[src/hdl/ssm_pkg.sv]
// Purpose: shared constants and types of the slave state machine block
// Assumes: 10 MHz clock, 32-bit AHB-Lite register bus
// Notes: register offsets are byte addresses of aligned words
package ssm_pkg;
   localparam int unsigned CLK_NS = 100;
   localparam int unsigned WD_BASE_US = 100;
   localparam logic [15:0] WD_BASE_CYC = 16'(WD_BASE_US * 1000 / CLK_NS);
   localparam int unsigned WD_DEF_MS = 100;
   localparam logic [15:0] WD_DEF_TICKS = 16'(WD_DEF_MS * 1000 / WD_BASE_US);

   localparam logic [7:0] A_CTRL = 8'h00;
   localparam logic [7:0] A_STATUS = 8'h04;
   localparam logic [7:0] A_CFG = 8'h08;
   localparam logic [7:0] A_WDT = 8'h0C;
   localparam logic [7:0] A_PD_OUT = 8'h10;
   localparam logic [7:0] A_PD_IN = 8'h14;
   localparam logic [7:0] A_MBX = 8'h18;
   localparam logic [7:0] A_OD_ADDR = 8'h1C;
   localparam logic [7:0] A_OD_DATA = 8'h20;

   localparam logic [3:0] C_INIT = 4'h1;
   localparam logic [3:0] C_PREOP = 4'h2;
   localparam logic [3:0] C_BOOT = 4'h3;
   localparam logic [3:0] C_SAFEOP = 4'h4;
   localparam logic [3:0] C_OP = 4'h8;

   localparam logic [1:0] PR_PARAM = 2'h0;
   localparam logic [1:0] PR_FILE = 2'h1;

   localparam int unsigned CF_MB0 = 0;
   localparam int unsigned CF_MB1 = 1;
   localparam int unsigned CF_PD = 2;
   localparam int unsigned CF_DCU = 3;
   localparam int unsigned CF_DCOK = 4;
   localparam int unsigned CF_W = 5;
   localparam logic [4:0] CFG_RST = 5'h00;

   localparam int unsigned SB_ERR = 4;
   localparam int unsigned SB_MACC = 5;
   localparam int unsigned SB_MREF = 6;
   localparam int unsigned SB_PREF = 7;
   localparam int unsigned SB_OREF = 8;

   localparam logic [15:0] IDX_DEV = 16'h1000;
   localparam logic [15:0] IDX_IDENT = 16'h1018;
   localparam logic [15:0] IDX_PAR_ALT = 16'h4000;
   localparam logic [15:0] IDX_IN = 16'h6000;
   localparam logic [15:0] IDX_OUT = 16'h7000;
   localparam logic [15:0] IDX_PAR = 16'h8000;
   localparam logic [15:0] IDX_SAVE = 16'hF008;
   localparam logic [31:0] SAVE_CODE = 32'h12345678;
   localparam int unsigned NPAR = 4;
   localparam logic [7:0] PAR_LAST = 8'h04;

   typedef enum logic [2:0] {S_INIT, S_PREOP, S_BOOT, S_SAFEOP, S_OP} ssm_state_t;

   typedef struct packed {
      logic [15:0] index;
      logic [7:0] sub;
   } ssm_od_addr_t;

   typedef struct packed {
      logic req;
      logic [7:0] sub;
      logic [31:0] data;
   } ssm_nv_wr_t;
endpackage

[src/hdl/ssm_sync.sv]
// Purpose: three-stage input synchroniser with agreement filter
// Assumes: inputs asynchronous to i_clk
// Notes: first stage feeds only the second stage
`timescale 1ns/100ps
module ssm_sync #(
   parameter int unsigned W = 16
) (
   input wire logic i_clk,
   input wire logic i_srst,
   input wire logic [W-1:0] i_d,
   output logic [W-1:0] o_q
);
   logic [W-1:0] s1_reg, s2_reg, s3_reg, q_reg;
   always_ff @(posedge i_clk) begin
      s1_reg <= i_d;
      s2_reg <= s1_reg;
      s3_reg <= s2_reg;
   end
   always_ff @(posedge i_clk) begin
      if (i_srst) begin
         q_reg <= '0;
      end else begin
         for (int i = 0; i < W; i++) begin
            if (s2_reg[i] == s3_reg[i]) begin
               q_reg[i] <= s3_reg[i];
            end
         end
      end
   end
   assign o_q = q_reg;
endmodule

[src/hdl/ssm_wdog.sv]
// Purpose: process data watchdog in 100 us ticks
// Assumes: i_time counts base ticks, zero switches it off
// Notes: expiry holds until the next good process data access, loss of run or a zero time
`timescale 1ns/100ps
module ssm_wdog
   import ssm_pkg::*;
(
   input wire logic i_clk,
   input wire logic i_srst,
   input wire logic i_run,
   input wire logic i_restart,
   input wire logic [15:0] i_time,
   output logic o_expired
);
   logic [15:0] pre_reg, tick_reg;
   logic exp_reg;
   wire pre_last = pre_reg == WD_BASE_CYC - 16'h0001;
   wire tick_end = ({1'b0, tick_reg} + 17'h00001) >= {1'b0, i_time};
   wire wd_off = i_time == 16'h0000;
   always_ff @(posedge i_clk) begin
      if (i_srst || !i_run || i_restart || wd_off) begin // RULE_21 RULE_22
         pre_reg <= 16'h0000;
         tick_reg <= 16'h0000;
         exp_reg <= 1'b0;
      end else if (pre_last) begin
         pre_reg <= 16'h0000;
         if (tick_end) begin
            exp_reg <= 1'b1; // RULE_21
         end else begin
            tick_reg <= tick_reg + 16'h0001;
         end
      end else begin
         pre_reg <= pre_reg + 16'h0001;
      end
   end
   assign o_expired = exp_reg;

   AST_WD_OFF: assert property (@(posedge i_clk) disable iff (i_srst) // RULE_22
      i_time == 16'h0000 |=> !o_expired)
      else $error("watchdog expired while switched off");
   AST_WD_HOLD: assert property (@(posedge i_clk) disable iff (i_srst) // RULE_21
      o_expired && i_run && !i_restart && !wd_off |=> o_expired)
      else $error("watchdog expiry dropped without restart");
endmodule

[src/hdl/ssm_top.sv]
// Purpose: slave operating state machine, process data gate, parameter dictionary
// Assumes: AHB-Lite slave, single word transfers, one wait state each
// Notes: nv image on i_nv_image is loaded once after reset
// Operation
// RULE_01: after reset sit in init; refuse mailbox and process data there
// RULE_02: master sets up mailbox channels 0 and 1 while in init
// RULE_03: init to pre-operational only if mailbox channels are set up
// RULE_04: pre-operational takes mailbox traffic but no process data
// RULE_05: master sets up process data channels from 2 in pre-operational
// RULE_06: pre-operational to safe operational checks process data channels and time sync
// RULE_07: copy current inputs into the input area before acknowledging safe operational
// RULE_08: safe operational allows all traffic, refreshes inputs, keeps outputs safe
// RULE_09: with watchdog on, safe operational outputs are off; driven only when off
// RULE_10: master delivers valid output data before asking for operational
// RULE_11: operational drives received output data and keeps all traffic
// RULE_12: firmware update state reachable only from init
// RULE_13: firmware update state takes only file transfer mailbox traffic
// RULE_14: operational is the final state, reached step by step
// RULE_15: dictionary addressed by 16-bit index and 8-bit subindex
// RULE_16: identity at 0x1000, params 0x8000 or 0x4000, inputs 0x6000, outputs 0x7000
// RULE_17: dictionary access follows entry attribute; read-only writes refused
// RULE_18: changed parameters go to nonvolatile memory and survive restart
// RULE_19: code word at 0xF008 stops saving until changed; cleared at reset
// RULE_20: master avoids endless rewrites unless saving is suppressed
// RULE_21: watchdog restarts on process data access; expiry clears outputs only
// RULE_22: watchdog time zero switches the watchdog off
// RULE_23: state moves only on request; failed or unsupported moves refused
//
// Local design decisions: the AHB-Lite interface to the registers and the register addresses.
`timescale 1ns/100ps
module ssm_top
   import ssm_pkg::*;
#(
   parameter logic [31:0] P_DEV_TYPE = 32'h00000101, // arbitrary value
   parameter logic [31:0] P_VENDOR = 32'h00000A0A, // arbitrary value
   parameter logic [31:0] P_PRODUCT = 32'h00000B0B, // arbitrary value
   parameter logic [31:0] P_REVISION = 32'h00000001, // arbitrary value
   parameter logic [31:0] P_SERIAL = 32'h00000000 // arbitrary value
) (
   input wire logic i_clk,
   input wire logic i_srst,
   input wire logic i_hsel,
   input wire logic [31:0] i_haddr,
   input wire logic [1:0] i_htrans,
   input wire logic i_hwrite,
   input wire logic [2:0] i_hsize,
   input wire logic [31:0] i_hwdata,
   input wire logic i_hready,
   output logic [31:0] o_hrdata,
   output logic o_hreadyout,
   output logic o_hresp,
   input wire logic [15:0] i_phys_in,
   output logic [15:0] o_phys_out,
   input wire logic [NPAR*32-1:0] i_nv_image,
   input wire logic i_nv_ack,
   output ssm_nv_wr_t o_nv_wr
);
   logic ph_valid_reg, ph_write_reg, hready_reg;
   logic [7:0] ph_addr_reg;
   logic [31:0] hrdata_reg;
   ssm_state_t st_reg, st_next;
   logic [CF_W-1:0] cfg_reg;
   logic [15:0] wd_time_reg, pd_out_reg, pd_in_reg, phys_out_reg, in_val;
   logic out_valid_reg, err_reg, mbx_acc_reg, mbx_ref_reg;
   logic pd_ref_reg, od_ref_reg, load_pend_reg;
   ssm_od_addr_t od_addr_reg;
   logic [31:0] save_reg;
   logic [31:0] par_reg [NPAR];
   ssm_nv_wr_t nv_reg;
   logic wd_exp;

   // bus phases; the wait state lets a read see the previous write
   wire ahb_take = i_hsel & i_htrans[1] & i_hready;
   wire wr_en = ph_valid_reg & ph_write_reg;
   wire rd_en = ph_valid_reg & ~ph_write_reg;
   wire wr_ctrl = wr_en & (ph_addr_reg == A_CTRL);
   wire wr_stat = wr_en & (ph_addr_reg == A_STATUS);
   wire wr_cfg = wr_en & (ph_addr_reg == A_CFG);
   wire wr_wdt = wr_en & (ph_addr_reg == A_WDT);
   wire wr_pdo = wr_en & (ph_addr_reg == A_PD_OUT);
   wire rd_pdi = rd_en & (ph_addr_reg == A_PD_IN);
   wire wr_mbx = wr_en & (ph_addr_reg == A_MBX);
   wire wr_oda = wr_en & (ph_addr_reg == A_OD_ADDR);
   wire od_acc = ph_valid_reg & (ph_addr_reg == A_OD_DATA);
   wire od_wr = od_acc & ph_write_reg;

   // transition requests and their checks
   wire [3:0] req = i_hwdata[3:0];
   wire req_init = req == C_INIT;
   wire req_pre = req == C_PREOP;
   wire req_boot = req == C_BOOT;
   wire req_safe = req == C_SAFEOP;
   wire req_op = req == C_OP;
   wire chk_mbx = cfg_reg[CF_MB0] & cfg_reg[CF_MB1]; // RULE_02 RULE_03
   wire chk_pd = cfg_reg[CF_PD] & (~cfg_reg[CF_DCU] | cfg_reg[CF_DCOK]); // RULE_05 RULE_06
   wire run = (st_reg == S_SAFEOP) | (st_reg == S_OP);
   wire ok_init = req_init;
   wire ok_pre = req_pre & (((st_reg == S_INIT) & chk_mbx) | (st_reg == S_PREOP) | run);
   wire ok_boot = req_boot & ((st_reg == S_INIT) | (st_reg == S_BOOT)); // RULE_12
   wire ok_safe = req_safe & (((st_reg == S_PREOP) & chk_pd) | run); // RULE_06
   wire ok_op = req_op & (((st_reg == S_SAFEOP) & out_valid_reg) | (st_reg == S_OP)); // RULE_10 RULE_14
   wire req_ok = ok_init | ok_pre | ok_boot | ok_safe | ok_op; // RULE_23
   wire go_safe = wr_ctrl & ok_safe & (st_reg == S_PREOP);
   wire run_next = (st_next == S_SAFEOP) | (st_next == S_OP);

   always_comb begin
      st_next = st_reg;
      if (wr_ctrl & req_ok) begin // RULE_23
         unique case (1'b1)
            ok_init: st_next = S_INIT;
            ok_pre: st_next = S_PREOP; // RULE_03
            ok_boot: st_next = S_BOOT;
            ok_safe: st_next = S_SAFEOP; // RULE_06
            ok_op: st_next = S_OP;
         endcase
      end
   end

   // traffic admission per state
   wire mbx_all = (st_reg != S_INIT) & (st_reg != S_BOOT); // RULE_01 RULE_04
   wire mbx_ok = mbx_all | ((st_reg == S_BOOT) & (i_hwdata[1:0] == PR_FILE)); // RULE_13
   wire od_allow = mbx_all; // RULE_13
   wire pd_acc = (wr_pdo | rd_pdi) & run; // RULE_08 RULE_11
   wire pd_bad = (wr_pdo | rd_pdi) & ~run; // RULE_01 RULE_04 RULE_13

   // dictionary decode over the full index and subindex space
   wire [15:0] idx = od_addr_reg.index; // RULE_15
   wire [7:0] sub = od_addr_reg.sub; // RULE_15
   wire od_dev = (idx == IDX_DEV) & (sub == 8'h00); // RULE_16
   wire od_idn = (idx == IDX_IDENT) & (sub != 8'h00) & (sub <= 8'h04);
   wire od_inp = (idx == IDX_IN) & (sub == 8'h01);
   wire od_outp = (idx == IDX_OUT) & (sub == 8'h01);
   wire od_par = ((idx == IDX_PAR) | (idx == IDX_PAR_ALT)) & (sub != 8'h00) & (sub <= PAR_LAST);
   wire od_save = (idx == IDX_SAVE) & (sub == 8'h00);
   wire od_hit = od_dev | od_idn | od_inp | od_outp | od_par | od_save;
   wire od_rw = od_par | od_save; // RULE_17
   wire [1:0] par_sel = 2'(sub - 8'h01);
   wire [31:0] idn_v = (sub == 8'h01) ? P_VENDOR : (sub == 8'h02) ? P_PRODUCT :
                       (sub == 8'h03) ? P_REVISION : P_SERIAL;
   wire [31:0] od_rd = od_dev ? P_DEV_TYPE : od_idn ? idn_v :
                       od_inp ? {16'h0000, pd_in_reg} : od_outp ? {16'h0000, pd_out_reg} :
                       od_par ? par_reg[par_sel] : od_save ? save_reg : 32'h00000000;
   // a parameter write is refused while a save is pending so the pending change is not lost
   wire od_wr_ok = od_wr & od_allow & od_rw & ~(od_par & nv_reg.req); // RULE_17
   wire par_wr = od_wr_ok & od_par;
   wire supp = save_reg == SAVE_CODE; // RULE_19
   wire od_ref_set = od_acc & od_allow & (~od_hit | (ph_write_reg & ~od_wr_ok)); // RULE_17

   // sticky flags: a set in the clearing cycle wins
   wire err_set = wr_ctrl & ~req_ok; // RULE_23
   wire macc_set = (wr_mbx & mbx_ok) | (od_acc & od_allow);
   wire mref_set = (wr_mbx & ~mbx_ok) | (od_acc & ~od_allow); // RULE_01 RULE_13
   wire [31:0] clr = wr_stat ? i_hwdata : 32'h00000000;

   wire [3:0] st_code = (st_reg == S_INIT) ? C_INIT : (st_reg == S_PREOP) ? C_PREOP :
                        (st_reg == S_BOOT) ? C_BOOT : (st_reg == S_SAFEOP) ? C_SAFEOP : C_OP;
   wire [31:0] stat_w = {19'h00000, out_valid_reg, supp, nv_reg.req, wd_exp, od_ref_reg,
                         pd_ref_reg, mbx_ref_reg, mbx_acc_reg, err_reg, st_code};
   wire [31:0] rd_mux =
      (ph_addr_reg == A_CTRL) ? {28'h0000000, st_code} :
      (ph_addr_reg == A_STATUS) ? stat_w :
      (ph_addr_reg == A_CFG) ? {27'h0000000, cfg_reg} :
      (ph_addr_reg == A_WDT) ? {16'h0000, wd_time_reg} :
      (ph_addr_reg == A_PD_OUT) ? {16'h0000, pd_out_reg} :
      (ph_addr_reg == A_PD_IN) ? (run ? {16'h0000, pd_in_reg} : 32'h00000000) :
      (ph_addr_reg == A_OD_ADDR) ? {8'h00, od_addr_reg} :
      (ph_addr_reg == A_OD_DATA) ? (od_allow ? od_rd : 32'h00000000) : 32'h00000000;

   // outputs follow data only in operational, or safe operational with watchdog off
   wire drive = ((st_reg == S_OP) & ~wd_exp) | ((st_reg == S_SAFEOP) & (wd_time_reg == 16'h0000)); // RULE_09 RULE_11 RULE_21

   ssm_sync #(.W(16)) u_sync (
      .i_clk(i_clk),
      .i_srst(i_srst),
      .i_d(i_phys_in),
      .o_q(in_val)
   );

   ssm_wdog u_wdog (
      .i_clk(i_clk),
      .i_srst(i_srst),
      .i_run(run),
      .i_restart(pd_acc),
      .i_time(wd_time_reg),
      .o_expired(wd_exp)
   );

   always_ff @(posedge i_clk) begin
      if (i_srst) begin
         ph_valid_reg <= 1'b0;
         ph_write_reg <= 1'b0;
         ph_addr_reg <= 8'h00;
         hready_reg <= 1'b1;
         hrdata_reg <= 32'h00000000;
      end else if (ahb_take) begin
         ph_valid_reg <= 1'b1;
         ph_write_reg <= i_hwrite;
         ph_addr_reg <= i_haddr[7:0];
         hready_reg <= 1'b0;
      end else if (ph_valid_reg) begin
         ph_valid_reg <= 1'b0;
         hready_reg <= 1'b1;
         hrdata_reg <= ph_write_reg ? 32'h00000000 : rd_mux;
      end
   end

   always_ff @(posedge i_clk) begin
      if (i_srst) begin
         st_reg <= S_INIT; // RULE_01
         cfg_reg <= CFG_RST;
         wd_time_reg <= WD_DEF_TICKS;
         od_addr_reg <= '0;
      end else begin
         st_reg <= st_next;
         if (wr_cfg) cfg_reg <= i_hwdata[CF_W-1:0];
         if (wr_wdt) wd_time_reg <= i_hwdata[15:0];
         if (wr_oda) od_addr_reg <= i_hwdata[23:0];
      end
   end

   always_ff @(posedge i_clk) begin
      if (i_srst) begin
         err_reg <= 1'b0;
         mbx_acc_reg <= 1'b0;
         mbx_ref_reg <= 1'b0;
         pd_ref_reg <= 1'b0;
         od_ref_reg <= 1'b0;
      end else begin
         err_reg <= (err_reg & ~clr[SB_ERR]) | err_set;
         mbx_acc_reg <= (mbx_acc_reg & ~clr[SB_MACC]) | macc_set;
         mbx_ref_reg <= (mbx_ref_reg & ~clr[SB_MREF]) | mref_set;
         pd_ref_reg <= (pd_ref_reg & ~clr[SB_PREF]) | pd_bad;
         od_ref_reg <= (od_ref_reg & ~clr[SB_OREF]) | od_ref_set;
      end
   end

   always_ff @(posedge i_clk) begin
      if (i_srst) begin
         pd_out_reg <= 16'h0000;
         pd_in_reg <= 16'h0000;
         out_valid_reg <= 1'b0;
         phys_out_reg <= 16'h0000;
      end else begin
         if (wr_pdo & run) pd_out_reg <= i_hwdata[15:0]; // RULE_08 RULE_11
         if (run | go_safe) pd_in_reg <= in_val; // RULE_07 RULE_08
         out_valid_reg <= run_next & (out_valid_reg | (wr_pdo & run)); // RULE_10
         phys_out_reg <= drive ? pd_out_reg : 16'h0000; // RULE_09 RULE_11
      end
   end

   always_ff @(posedge i_clk) begin
      if (i_srst) begin
         save_reg <= 32'h00000000; // RULE_19
         nv_reg <= '0;
         load_pend_reg <= 1'b1;
      end else begin
         load_pend_reg <= 1'b0;
         if (od_wr_ok & od_save) save_reg <= i_hwdata; // RULE_19
         if (par_wr & ~supp) begin
            nv_reg <= '{req: 1'b1, sub: sub, data: i_hwdata}; // RULE_18
         end else if (i_nv_ack) begin
            nv_reg.req <= 1'b0;
         end
      end
   end

   // saved parameters come back after a restart
   always_ff @(posedge i_clk) begin
      for (int i = 0; i < NPAR; i++) begin
         if (load_pend_reg) begin
            par_reg[i] <= i_nv_image[i*32 +: 32]; // RULE_18
         end else if (par_wr && par_sel == 2'(i)) begin
            par_reg[i] <= i_hwdata;
         end
      end
   end

   assign o_hrdata = hrdata_reg;
   assign o_hreadyout = hready_reg;
   assign o_hresp = 1'b0;
   assign o_phys_out = phys_out_reg;
   assign o_nv_wr = nv_reg;

   AST_INIT_BLOCK: assert property (@(posedge i_clk) disable iff (i_srst) // RULE_01
      st_reg == S_INIT && wr_pdo |=> pd_ref_reg && $stable(pd_out_reg))
      else $error("process data accepted in init");
   AST_PREOP_CHECK: assert property (@(posedge i_clk) disable iff (i_srst) // RULE_03
      wr_ctrl && st_reg == S_INIT && req_pre && !chk_mbx |=> st_reg == S_INIT && err_reg)
      else $error("init left without mailbox setup");
   AST_PREOP_PD: assert property (@(posedge i_clk) disable iff (i_srst) // RULE_04
      st_reg == S_PREOP && rd_pdi |=> pd_ref_reg && o_hrdata == 32'h00000000)
      else $error("process data read in pre-operational");
   AST_SAFE_CHECK: assert property (@(posedge i_clk) disable iff (i_srst) // RULE_06
      wr_ctrl && st_reg == S_PREOP && req_safe && !chk_pd |=> st_reg == S_PREOP)
      else $error("safe operational entered with bad channels");
   AST_SAFEOP_COPY: assert property (@(posedge i_clk) disable iff (i_srst) // RULE_07
      go_safe |=> st_reg == S_SAFEOP && pd_in_reg == $past(in_val))
      else $error("inputs not copied on safe operational entry");
   AST_SAFE_OUT: assert property (@(posedge i_clk) disable iff (i_srst) // RULE_09
      st_reg == S_SAFEOP && wd_time_reg != 16'h0000 |=> o_phys_out == 16'h0000)
      else $error("outputs driven in safe operational with watchdog on");
   AST_OP_OUT: assert property (@(posedge i_clk) disable iff (i_srst) // RULE_11
      st_reg == S_OP && !wd_exp |=> o_phys_out == $past(pd_out_reg))
      else $error("operational outputs not applied");
   AST_BOOT_ENTRY: assert property (@(posedge i_clk) disable iff (i_srst) // RULE_12
      st_reg != S_INIT && st_reg != S_BOOT |=> st_reg != S_BOOT)
      else $error("boot entered from wrong state");
   AST_BOOT_MBX: assert property (@(posedge i_clk) disable iff (i_srst) // RULE_13
      st_reg == S_BOOT && wr_mbx && i_hwdata[1:0] != PR_FILE |=> mbx_ref_reg)
      else $error("non file mailbox accepted in boot");
   AST_RO_WRITE: assert property (@(posedge i_clk) disable iff (i_srst) // RULE_17
      od_wr && od_allow && od_hit && !od_rw |=> od_ref_reg && $stable(save_reg))
      else $error("read-only entry write not refused");
   AST_SAVE: assert property (@(posedge i_clk) disable iff (i_srst) // RULE_18
      par_wr && !supp |=> o_nv_wr.req && o_nv_wr.data == $past(i_hwdata))
      else $error("parameter change not saved");
   AST_SUPPRESS: assert property (@(posedge i_clk) disable iff (i_srst) // RULE_19
      par_wr && supp |=> !o_nv_wr.req)
      else $error("save issued while suppressed");
   AST_REFUSE: assert property (@(posedge i_clk) disable iff (i_srst) // RULE_23
      wr_ctrl && !req_ok |=> $stable(st_reg) && err_reg)
      else $error("refused request changed state");
endmodule

[config.mk]
export PLATFORM = sky130hd
export DESIGN_NAME = ssm_top
export DESIGN_NICKNAME = d
export VERILOG_FILES = /design/src/hdl/ssm_pkg.sv /design/src/hdl/ssm_sync.sv /design/src/hdl/ssm_wdog.sv /design/src/hdl/ssm_top.sv
export SDC_FILE = /design/constraint.sdc
export NUM_CORES = 1
export LEC_CHECK = 0
export ABC_AREA = 1
export BUFFER_PORTS_ARGS = -buffer_cell sky130_fd_sc_hd__buf_2
export CORE_AREA = 2 2 165 248
export CTS_BUF_LIST = sky130_fd_sc_hd__clkbuf_4
export DETAILED_ROUTE_END_ITERATION = 12
export DIE_AREA = 0 0 167 250
export PLACE_DENSITY = 0.71
export SLEW_MARGIN = 20
export SYNTH_ARGS = -nofsm -noshare
export SYNTH_HDL_FRONTEND = slang
export SYNTH_SLANG_ARGS = --single-unit
[constraint.sdc]
create_clock -name i_clk -period 6.06 [get_ports i_clk]
set_clock_uncertainty 0.1 [all_clocks]
set_input_delay 1.212 -clock i_clk [delete_from_list [all_inputs] [get_ports i_clk]]
set_output_delay 1.212 -clock i_clk [all_outputs]
set_load 0.02 [all_outputs]
; After elaboration in Yosys (flattened, before gate mapping)
; Memories as Yosys holds them, arrays and structs flattened.
; Cells that the tools add are included.
[word_totals]
register_bits = 316
latchBits = 0
ram_bits = 128
rom_bits = 0
in_bits = 219
output_inout_bits = 91
mem_count = 1
[mem_list]
columns = memory, depth, width, rd, rd_clocked_by_memory_dff, wr, line
row1 = par_reg, 4, 32, 1, 0, 4, ssm_top.sv:68  ; logic [31:0] par_reg [NPAR];
[op_classes]
add_sub_neg = 4
mul = 0
div = 0
n_lt_le_gt_ge = 2
n_eq_ne = 52
shifts = 0
n_mux = 51
bitwise_logic = 116
reduce_logical = 22
[op_table]
columns = op, n
row1 = 32-bit 2-to-1 mux, 20
row2 = 1-bit bitwise AND, 61
row3 = "16-bit by 15-bit == test with 1-bit output, second input constant", 3
row4 = 1-bit OR, 36
row5 = "16-bit by 1-bit adder with 16-bit output, second input constant", 2
row6 = "16-bit by 13-bit == test with 1-bit output, second input constant", 2
row7 = "16-bit == test, second input constant", 2
row8 = "32-bit by 29-bit == test with 1-bit output, second input constant", 1
row9 = "8-bit by 5-bit == test with 1-bit output, second input constant", 4
row10 = 12-bit 2-to-1 mux, 2
row11 = 1-bit 2-to-1 mux, 21
row12 = 1-bit inverter, 19
row13 = "16-bit by 1-bit adder with 17-bit output, second input constant", 1
row14 = 17-bit by 16-bit greater-or-equal comparator with 1-bit output, 1
row15 = 1-bit == test, 16
row16 = "16-bit by 10-bit == test with 1-bit output, second input constant", 1
row17 = "8-bit by 2-bit == test with 1-bit output, second input constant", 2
row18 = "8-bit by 4-bit == test with 1-bit output, second input constant", 2
row19 = 16-bit logical NOT, 1
row20 = 8-bit logical NOT, 2
row21 = 16-bit 2-to-1 mux, 1
row22 = 4-bit 2-to-1 mux, 4
row23 = 3-bit one-hot mux with 5 select lines, 1
row24 = "3-bit by 2-bit == test with 1-bit output, second input constant", 3
row25 = other kinds (26), 39

; Longest topological paths before layout
[logic_depth]
ltp_word = 19
depth_mapped = 24

; By module
; From an unflattened synthesis, not the netlist that was laid out.
[unflattened]
cells_unflattened = 2478
hier_area_um2 = 19777.7
[modules_own_cells]
columns = module, n_inst, cells_per_inst, area_per_inst_um2, seq_area_each_um2
row1 = ssm_top, 1, 1980, 15776.4, 8227.9
row2 = ssm_wdog, 1, 384, 2413.6, 660.6
row3 = ssm_sync, 1, 114, 1587.8, 1281.2

; Worst setup path before layout
; No wires, ideal clock.
[synth_timing]
path_type = flip-flop to flip-flop
startpoint = reg od_addr_reg (netlist bit sub[0])
endpoint = mem par_reg[0][0], enable pin
setup_time_ns = 0.466
arrival_time_ns = 4.367
required_time_ns = 5.494
setup_slack_ns = 1.128
path_stages_with_launch = 14
path_buffers = 3
period_less_slack_ns = 4.932
path_cell_list = dfxtp_1 -> inv_1 -> buf_2 -> buf_2 -> buf_1 -> ha_1 -> nand2_1 -> nand3_1 -> clkinv_1 -> nand2_2 -> o21ai_4 -> inv_2 -> nand2_4 -> o21ai_0
[synth_rtl]
columns = element, line
row1 = "start, declared", ssm_top.sv:66  ; ssm_od_addr_t od_addr_reg;
row2 = "start signal, assigned", ssm_top.sv:217  ; if (wr_oda) od_addr_reg <= i_hwdata[23:0];
row3 = "end, declared", ssm_top.sv:68

; Final worst setup path
[layout_timing]
startpoint = reg od_addr_reg (netlist bit sub[1])
endpoint = reg hrdata_reg[0], in the netlist o_hrdata[0]
[layout_between]
elab_chain_len = 18
elab_cells_between_ends = 35
classes_between = 1 x add/sub / 1 x order compare / 3 x eq/ne / 19 x mux / 8 x bitwise / 2 x reduce/logical / 1 x memory
[layout_rtl]
columns = element, line
row1 = branches (longest 7 deep; another with 8-bit by 3-bit <= comparator with 1-bit output), --
row2 = 32-bit 2-to-1 mux *, ssm_top.sv:140  ; wire [31:0] od_rd = od_dev ? P_DEV_TYPE : od_idn ? idn_v :
row3 = 32-bit 2-to-1 mux * (2 in a row), ssm_top.sv:167  ; (ph_addr_reg == A_OD_DATA) ? (od_allow ? od_rd : 32'h00000000) : 32'h00000000;
row4 = 32-bit 2-to-1 mux *, ssm_top.sv:166  ; (ph_addr_reg == A_OD_ADDR) ? {8'h00, od_addr_reg} :
row5 = 32-bit 2-to-1 mux *, ssm_top.sv:165  ; (ph_addr_reg == A_PD_IN) ? (run ? {16'h0000, pd_in_reg} : 32'h00000000) :
row6 = 32-bit 2-to-1 mux *, ssm_top.sv:164  ; (ph_addr_reg == A_PD_OUT) ? {16'h0000, pd_out_reg} :
row7 = 32-bit 2-to-1 mux *, ssm_top.sv:163  ; (ph_addr_reg == A_WDT) ? {16'h0000, wd_time_reg} :
row8 = 32-bit 2-to-1 mux *, ssm_top.sv:162  ; (ph_addr_reg == A_CFG) ? {27'h0000000, cfg_reg} :
row9 = 32-bit 2-to-1 mux *, ssm_top.sv:161  ; (ph_addr_reg == A_STATUS) ? stat_w :
row10 = 32-bit 2-to-1 mux *, ssm_top.sv:160  ; (ph_addr_reg == A_CTRL) ? {28'h0000000, st_code} :
row11 = 32-bit 2-to-1 mux *, ssm_top.sv:203  ; hrdata_reg <= ph_write_reg ? 32'h00000000 : rd_mux;
row12 = "end signal, assigned", ssm_top.sv:203
row13 = "end, declared", ssm_top.sv:60  ; logic [31:0] hrdata_reg;
; Mark *: on every way between the ends.
; A chain may end at the register's enable or synchronous reset.

==> run_summary.xml <==
<?xml version="1.0" encoding="UTF-8"?>
<metrics>
  <group name="setup_path">
    <metric name="cp_data_required_time" unit="ns">6.61</metric>
    <metric name="worst_r2r_path_depth" unit="">16</metric>
    <metric name="regToRegSetupSlack" unit="ns">2.23</metric>
    <metric name="worstSetupEndpointType" unit="">register</metric>
    <metric name="critical_path_peak_fanout" unit="">40</metric>
    <metric name="startpoint_type" unit="">register</metric>
    <metric name="regToRegStartpoint" unit="">sub[1]$_SDFFE_PP0P_</metric>
    <metric name="rr_endpoint" unit="">o_hrdata[0]$_SDFFE_PP0P_</metric>
    <metric name="critPathArrivalTime" unit="ns">4.38</metric>
    <metric name="crit_type" unit="">reg2reg</metric>
  </group>
  <group name="place">
    <metric name="placed_cell_area" unit="mm2">0.0213</metric>
    <metric name="instance_count_after_placement_with_tap_cells_included" unit="">3070</metric>
    <metric name="routabilityCongestion" unit="">0.932</metric>
    <metric name="port_buffers" unit="">280</metric>
    <metric name="hpwl" unit="mm">44.6</metric>
    <metric name="place_ws" unit="ns">1.98</metric>
  </group>
  <group name="hold_path">
    <metric name="holdPathStages" unit="">0</metric>
    <metric name="min_path_type" unit="">reg2reg</metric>
    <metric name="hold_path_end" unit="">u_sync.s3_reg[15]$_DFF_P_</metric>
    <metric name="hold_path.startpoint" unit="">u_sync.s2_reg[15]$_DFF_P_</metric>
  </group>
  <group name="routing">
    <metric name="drt_drc_violations_left" unit="">0</metric>
    <metric name="wl_per_cell" unit="um">19.2</metric>
    <metric name="drtAntennaViolNets" unit="">0</metric>
    <metric name="via_count" unit="">18102</metric>
    <metric name="detail_route.wirelength" unit="mm">62.7</metric>
    <metric name="routed_via_density" unit="">5.55</metric>
    <metric name="initialDrtViolationCount" unit="">1687</metric>
    <metric name="drt-pass1-iter-count" unit="">5</metric>
  </group>
  <group name="grt">
    <metric name="vias_in_the_first_global_route" unit="">17478</metric>
    <metric name="grt_pass1_wl" unit="mm">94.8</metric>
    <metric name="grt.total_usage" unit="%">29.1</metric>
    <metric name="grt_overflow" unit="">0</metric>
    <metric name="grt_max_degree" unit="">82</metric>
    <metric name="antenna_found_initial" unit="">4</metric>
  </group>
  <group name="floorplan">
    <metric name="floorplan.die.width" unit="um">167</metric>
    <metric name="chipHeight" unit="um">250</metric>
    <metric name="row_count" unit="">90</metric>
    <metric name="floorplan.initialDensity" unit="%">49.5</metric>
    <metric name="fp.coreArea" unit="mm2">0.0398</metric>
    <metric name="ioPinCount" unit="">310</metric>
    <metric name="fp.dieArea" unit="mm2">0.0418</metric>
  </group>
  <group name="synthesis">
    <metric name="ys_seq_area_share" unit="%">51.7</metric>
    <metric name="synth_cell_type_count" unit="">58</metric>
    <metric name="mappedNetlistNets" unit="">2630</metric>
    <metric name="synth-compound-area-share" unit="%">20.3</metric>
    <metric name="proportion_of_register_bits_with_asynchronous_set_or_reset_after_synthesis" unit="%">0</metric>
    <metric name="synth_top_area_share" unit="%">32.2</metric>
    <metric name="post_synth_mux_area_share" unit="%">0</metric>
    <metric name="yosys.area.top_type" unit="">sky130_fd_sc_hd__dfxtp_1</metric>
    <metric name="most_frequently_used_flop_master_after_synthesis" unit="">sky130_fd_sc_hd__dfxtp_1</metric>
    <metric name="synth-xor-area-share" unit="%">0.795</metric>
    <metric name="synthesis.instances" unit="">2389</metric>
    <metric name="synth_edf_count" unit="">128</metric>
    <metric name="synth_top_family_by_area" unit="">compound AO/OA/AOI/OAI gates</metric>
    <metric name="synth.avg_cell_area" unit="um2">8.23</metric>
    <metric name="synth-simple-area-share" unit="%">18.4</metric>
    <metric name="ys_top_cells_by_area" unit="">sky130_fd_sc_hd__dfxtp_1, sky130_fd_sc_hd__edfxtp_1, sky130_fd_sc_hd__nand2_1, sky130_fd_sc_hd__a21oi_1, sky130_fd_sc_hd__o21ai_0</metric>
    <metric name="mappedNetlistArea" unit="mm2">0.0197</metric>
    <metric name="synthAdderAreaFrac" unit="%">1.40</metric>
    <metric name="synth_seq_cells" unit="">444</metric>
    <metric name="synth_warnings" unit="">0</metric>
  </group>
  <group name="clocking">
    <metric name="ctsHoldBuffers" unit="">0</metric>
    <metric name="clk_path_buf_depth" unit="">3</metric>
    <metric name="cts_tree" unit="">yes</metric>
    <metric name="cts_sinks" unit="">444</metric>
    <metric name="ctsRootBufferMaster" unit="">sky130_fd_sc_hd__clkbuf_4</metric>
    <metric name="worst_skew_pair.late_latency" unit="ns">0.86</metric>
    <metric name="clk_transition_reported_paths" unit="ns">0.07</metric>
    <metric name="post_cts.resized_instances" unit="">0</metric>
    <metric name="cts_post_setup_buffers_inserted" unit="">0</metric>
    <metric name="cts-buffers-inserted" unit="">103</metric>
    <metric name="cts_htree_levels" unit="">3</metric>
  </group>
  <group name="finish">
    <metric name="largest_register_ff_count" unit="">128</metric>
    <metric name="area_growth_synth_to_finish" unit="%">15.4</metric>
    <metric name="final_util" unit="%">57.1</metric>
    <metric name="combined_area_of_the_multi_input_logic_cells" unit="mm2">0.00809</metric>
    <metric name="layout-drive-gt1-share" unit="%">19.8</metric>
    <metric name="finish.cell_count_without_fillers" unit="">3262</metric>
    <metric name="finish.instance_area" unit="mm2">0.0227</metric>
    <metric name="layout.filler_cells" unit="">3774</metric>
    <metric name="area_taken_by_flip_flops_and_latches" unit="mm2">0.0102</metric>
    <metric name="fin_nets" unit="">2911</metric>
  </group>
  <group name="run_status">
    <metric name="status" unit="">completed</metric>
  </group>
  <group name="sta">
    <metric name="final_min_period_over_clock_period" unit="%">63.2</metric>
    <metric name="worst_hold_slack_after_final_layout" unit="ns">0.212</metric>
    <metric name="post-route-worst-setup-slack" unit="ns">2.23</metric>
    <metric name="grt_setup_unrepaired" unit="">false</metric>
    <metric name="timing_worst_slew_pin_value" unit="ns">0.970</metric>
    <metric name="fin_tns_setup" unit="ns">0</metric>
    <metric name="finalMaxSlewViolations" unit="">0</metric>
    <metric name="finalSetupViolCount" unit="">0</metric>
    <metric name="period_minus_slack" unit="ns">3.83</metric>
    <metric name="final_hold_viol_count" unit="">0</metric>
    <metric name="max_frequency" unit="GHz">0.261</metric>
    <metric name="worst_slew_margin_rel" unit="%">35.1</metric>
  </group>
  <group name="power">
    <metric name="power_density" unit="mW/mm2">262</metric>
    <metric name="finalPower" unit="mW">5.94</metric>
    <metric name="ir_drop" unit="uV">239</metric>
    <metric name="leakage" unit="nW">9.96</metric>
  </group>
  <group name="run">
    <metric name="max_cap_viol_count" unit="">0</metric>
  </group>
</metrics>
==> cell usage in the layout (no fill, tap or decap), drive strengths merged, types with 3 or more instances in the layout <==
master and instances:
a21oi 276, a221oi 3, a22oi 13, a31oi 16, a32o 22, buf 294, clkbuf 157, clkinv 32
dfxtp 316, diode 3, edfxtp 128, ha 22, inv 231, nand2 494, nand3 67, nand3b 3
nand4 28, nor2 190, nor3 15, nor3b 6, nor4 10, o211ai 18, o21ai 358, o22ai 17
or2 3, xor2 17
==> cell families after synthesis <==
logic type                 after synthesis
buffers and inverters                  353
other                                    1
DFF                                    444
and+or+nand+nor                        816
xor gates and xnor gates                17
adders and majority gates               22
AOI/OAI and AO/OA                      736
==> report_power, final <==
group | total (mW) | switching, mW | internal (mW)
Combinational | 0.317 | 0.211 | 0.106
Sequential | 3.16 | 0.0268 | 3.13
Clock | 2.46 | 1.20 | 1.27
Total | 5.94 | 1.43 | 4.51
==> worst max-delay path by stage <==
| stage | from | to | slack (ns) | cells after the start |
|---|---|---|---|---|
| after CTS | sub[1]$_SDFFE_PP0P_ | o_hrdata[1]$_SDFFE_PP0P_ | 2.32 | 16 |
| final | sub[1]$_SDFFE_PP0P_ | o_hrdata[0]$_SDFFE_PP0P_ | 2.23 | 16 |
| after floorplan | sub[0]$_SDFFE_PP0P_ | par_reg[0][0]$_DFFE_PP_ | 1.13 | 13 |
| after global routing | sub[1]$_SDFFE_PP0P_ | par_reg[0][3]$_DFFE_PP_ | 1.97 | 12 |
| after detailed placement | i_srst | u_wdog.pre_reg[12]$_SDFF_PP0_ | 1.98 | 6 |
| after global placement | i_srst | u_wdog.pre_reg[12]$_SDFF_PP0_ | 2.04 | 6 |
==> worst max-delay path, stage by stage, from the launching register on <==
cell and delay (ns):
sky130_fd_sc_hd__dfxtp_1 0.45, sky130_fd_sc_hd__inv_1 0.12, sky130_fd_sc_hd__ha_1 0.63, sky130_fd_sc_hd__clkinv_1 0.55, sky130_fd_sc_hd__buf_4 0.45, sky130_fd_sc_hd__o21ai_0 0.14, sky130_fd_sc_hd__o22ai_1 0.13, sky130_fd_sc_hd__o21ai_0 0.32
sky130_fd_sc_hd__nand2_1 0.09, sky130_fd_sc_hd__nand2_1 0.07, sky130_fd_sc_hd__nand3_1 0.06, sky130_fd_sc_hd__nand2_1 0.07, sky130_fd_sc_hd__nand3_1 0.06, sky130_fd_sc_hd__nand2_1 0.17, sky130_fd_sc_hd__nand2_1 0.09, sky130_fd_sc_hd__nand2_1 0.07
sky130_fd_sc_hd__a21oi_1 0.06
==> final cells by class <==
class                   instances  area share, %
flip-flops and latches        444           44.8
well taps                     506           2.79
inverters                     235           3.95
clock inverters                31          0.816
clock buffers                 157           5.20
multi-input cells            1592           35.6
repair buffers                294           6.73
diodes                          3         0.0331
==> metal layers <==
layer / part of all wire [%] / track usage, % / vias to the layer above
met5: 0.021 / 0 / -
met4: 5.5 / 17.3 / 2
met3: 7.0 / 5.00 / 152
met2: 50 / 50.4 / 752
met1: 38 / 33.5 / 8465
li1: - / - / 8731
==> synth_stat cells (2+ instances only) <==
library cell	number
sky130_fd_sc_hd__nand2_1	487
sky130_fd_sc_hd__a32oi_1	2
sky130_fd_sc_hd__nor2_4	11
sky130_fd_sc_hd__nand3_1	59
sky130_fd_sc_hd__nand3_4	5
sky130_fd_sc_hd__edfxtp_1	128
sky130_fd_sc_hd__a21oi_1	276
sky130_fd_sc_hd__xor2_1	16
sky130_fd_sc_hd__nor3_2	5
sky130_fd_sc_hd__nor2_2	15
sky130_fd_sc_hd__a32o_1	22
sky130_fd_sc_hd__buf_2	46
sky130_fd_sc_hd__o22ai_1	17
sky130_fd_sc_hd__a22oi_1	13
sky130_fd_sc_hd__inv_2	13
sky130_fd_sc_hd__nor3_4	3
sky130_fd_sc_hd__inv_1	214
sky130_fd_sc_hd__buf_1	7
sky130_fd_sc_hd__nand3b_1	3
sky130_fd_sc_hd__clkinv_1	6
sky130_fd_sc_hd__or2_2	3
sky130_fd_sc_hd__nor3b_1	5
sky130_fd_sc_hd__a31oi_1	16
sky130_fd_sc_hd__clkbuf_1	54
sky130_fd_sc_hd__nor4_1	9
sky130_fd_sc_hd__a221oi_1	3
sky130_fd_sc_hd__o221ai_1	2
sky130_fd_sc_hd__nand4_1	27
sky130_fd_sc_hd__dfxtp_1	316
sky130_fd_sc_hd__nand3_2	3
sky130_fd_sc_hd__nor2_1	164
sky130_fd_sc_hd__buf_4	5
sky130_fd_sc_hd__nand2_2	5
sky130_fd_sc_hd__buf_6	5
sky130_fd_sc_hd__o21ai_0	253
sky130_fd_sc_hd__o21ai_1	104
sky130_fd_sc_hd__o211ai_1	18
sky130_fd_sc_hd__ha_1	22
sky130_fd_sc_hd__o21bai_1	2
sky130_fd_sc_hd__nor3_1	7
No activity file was read; power rests on OpenSTA's default activity.
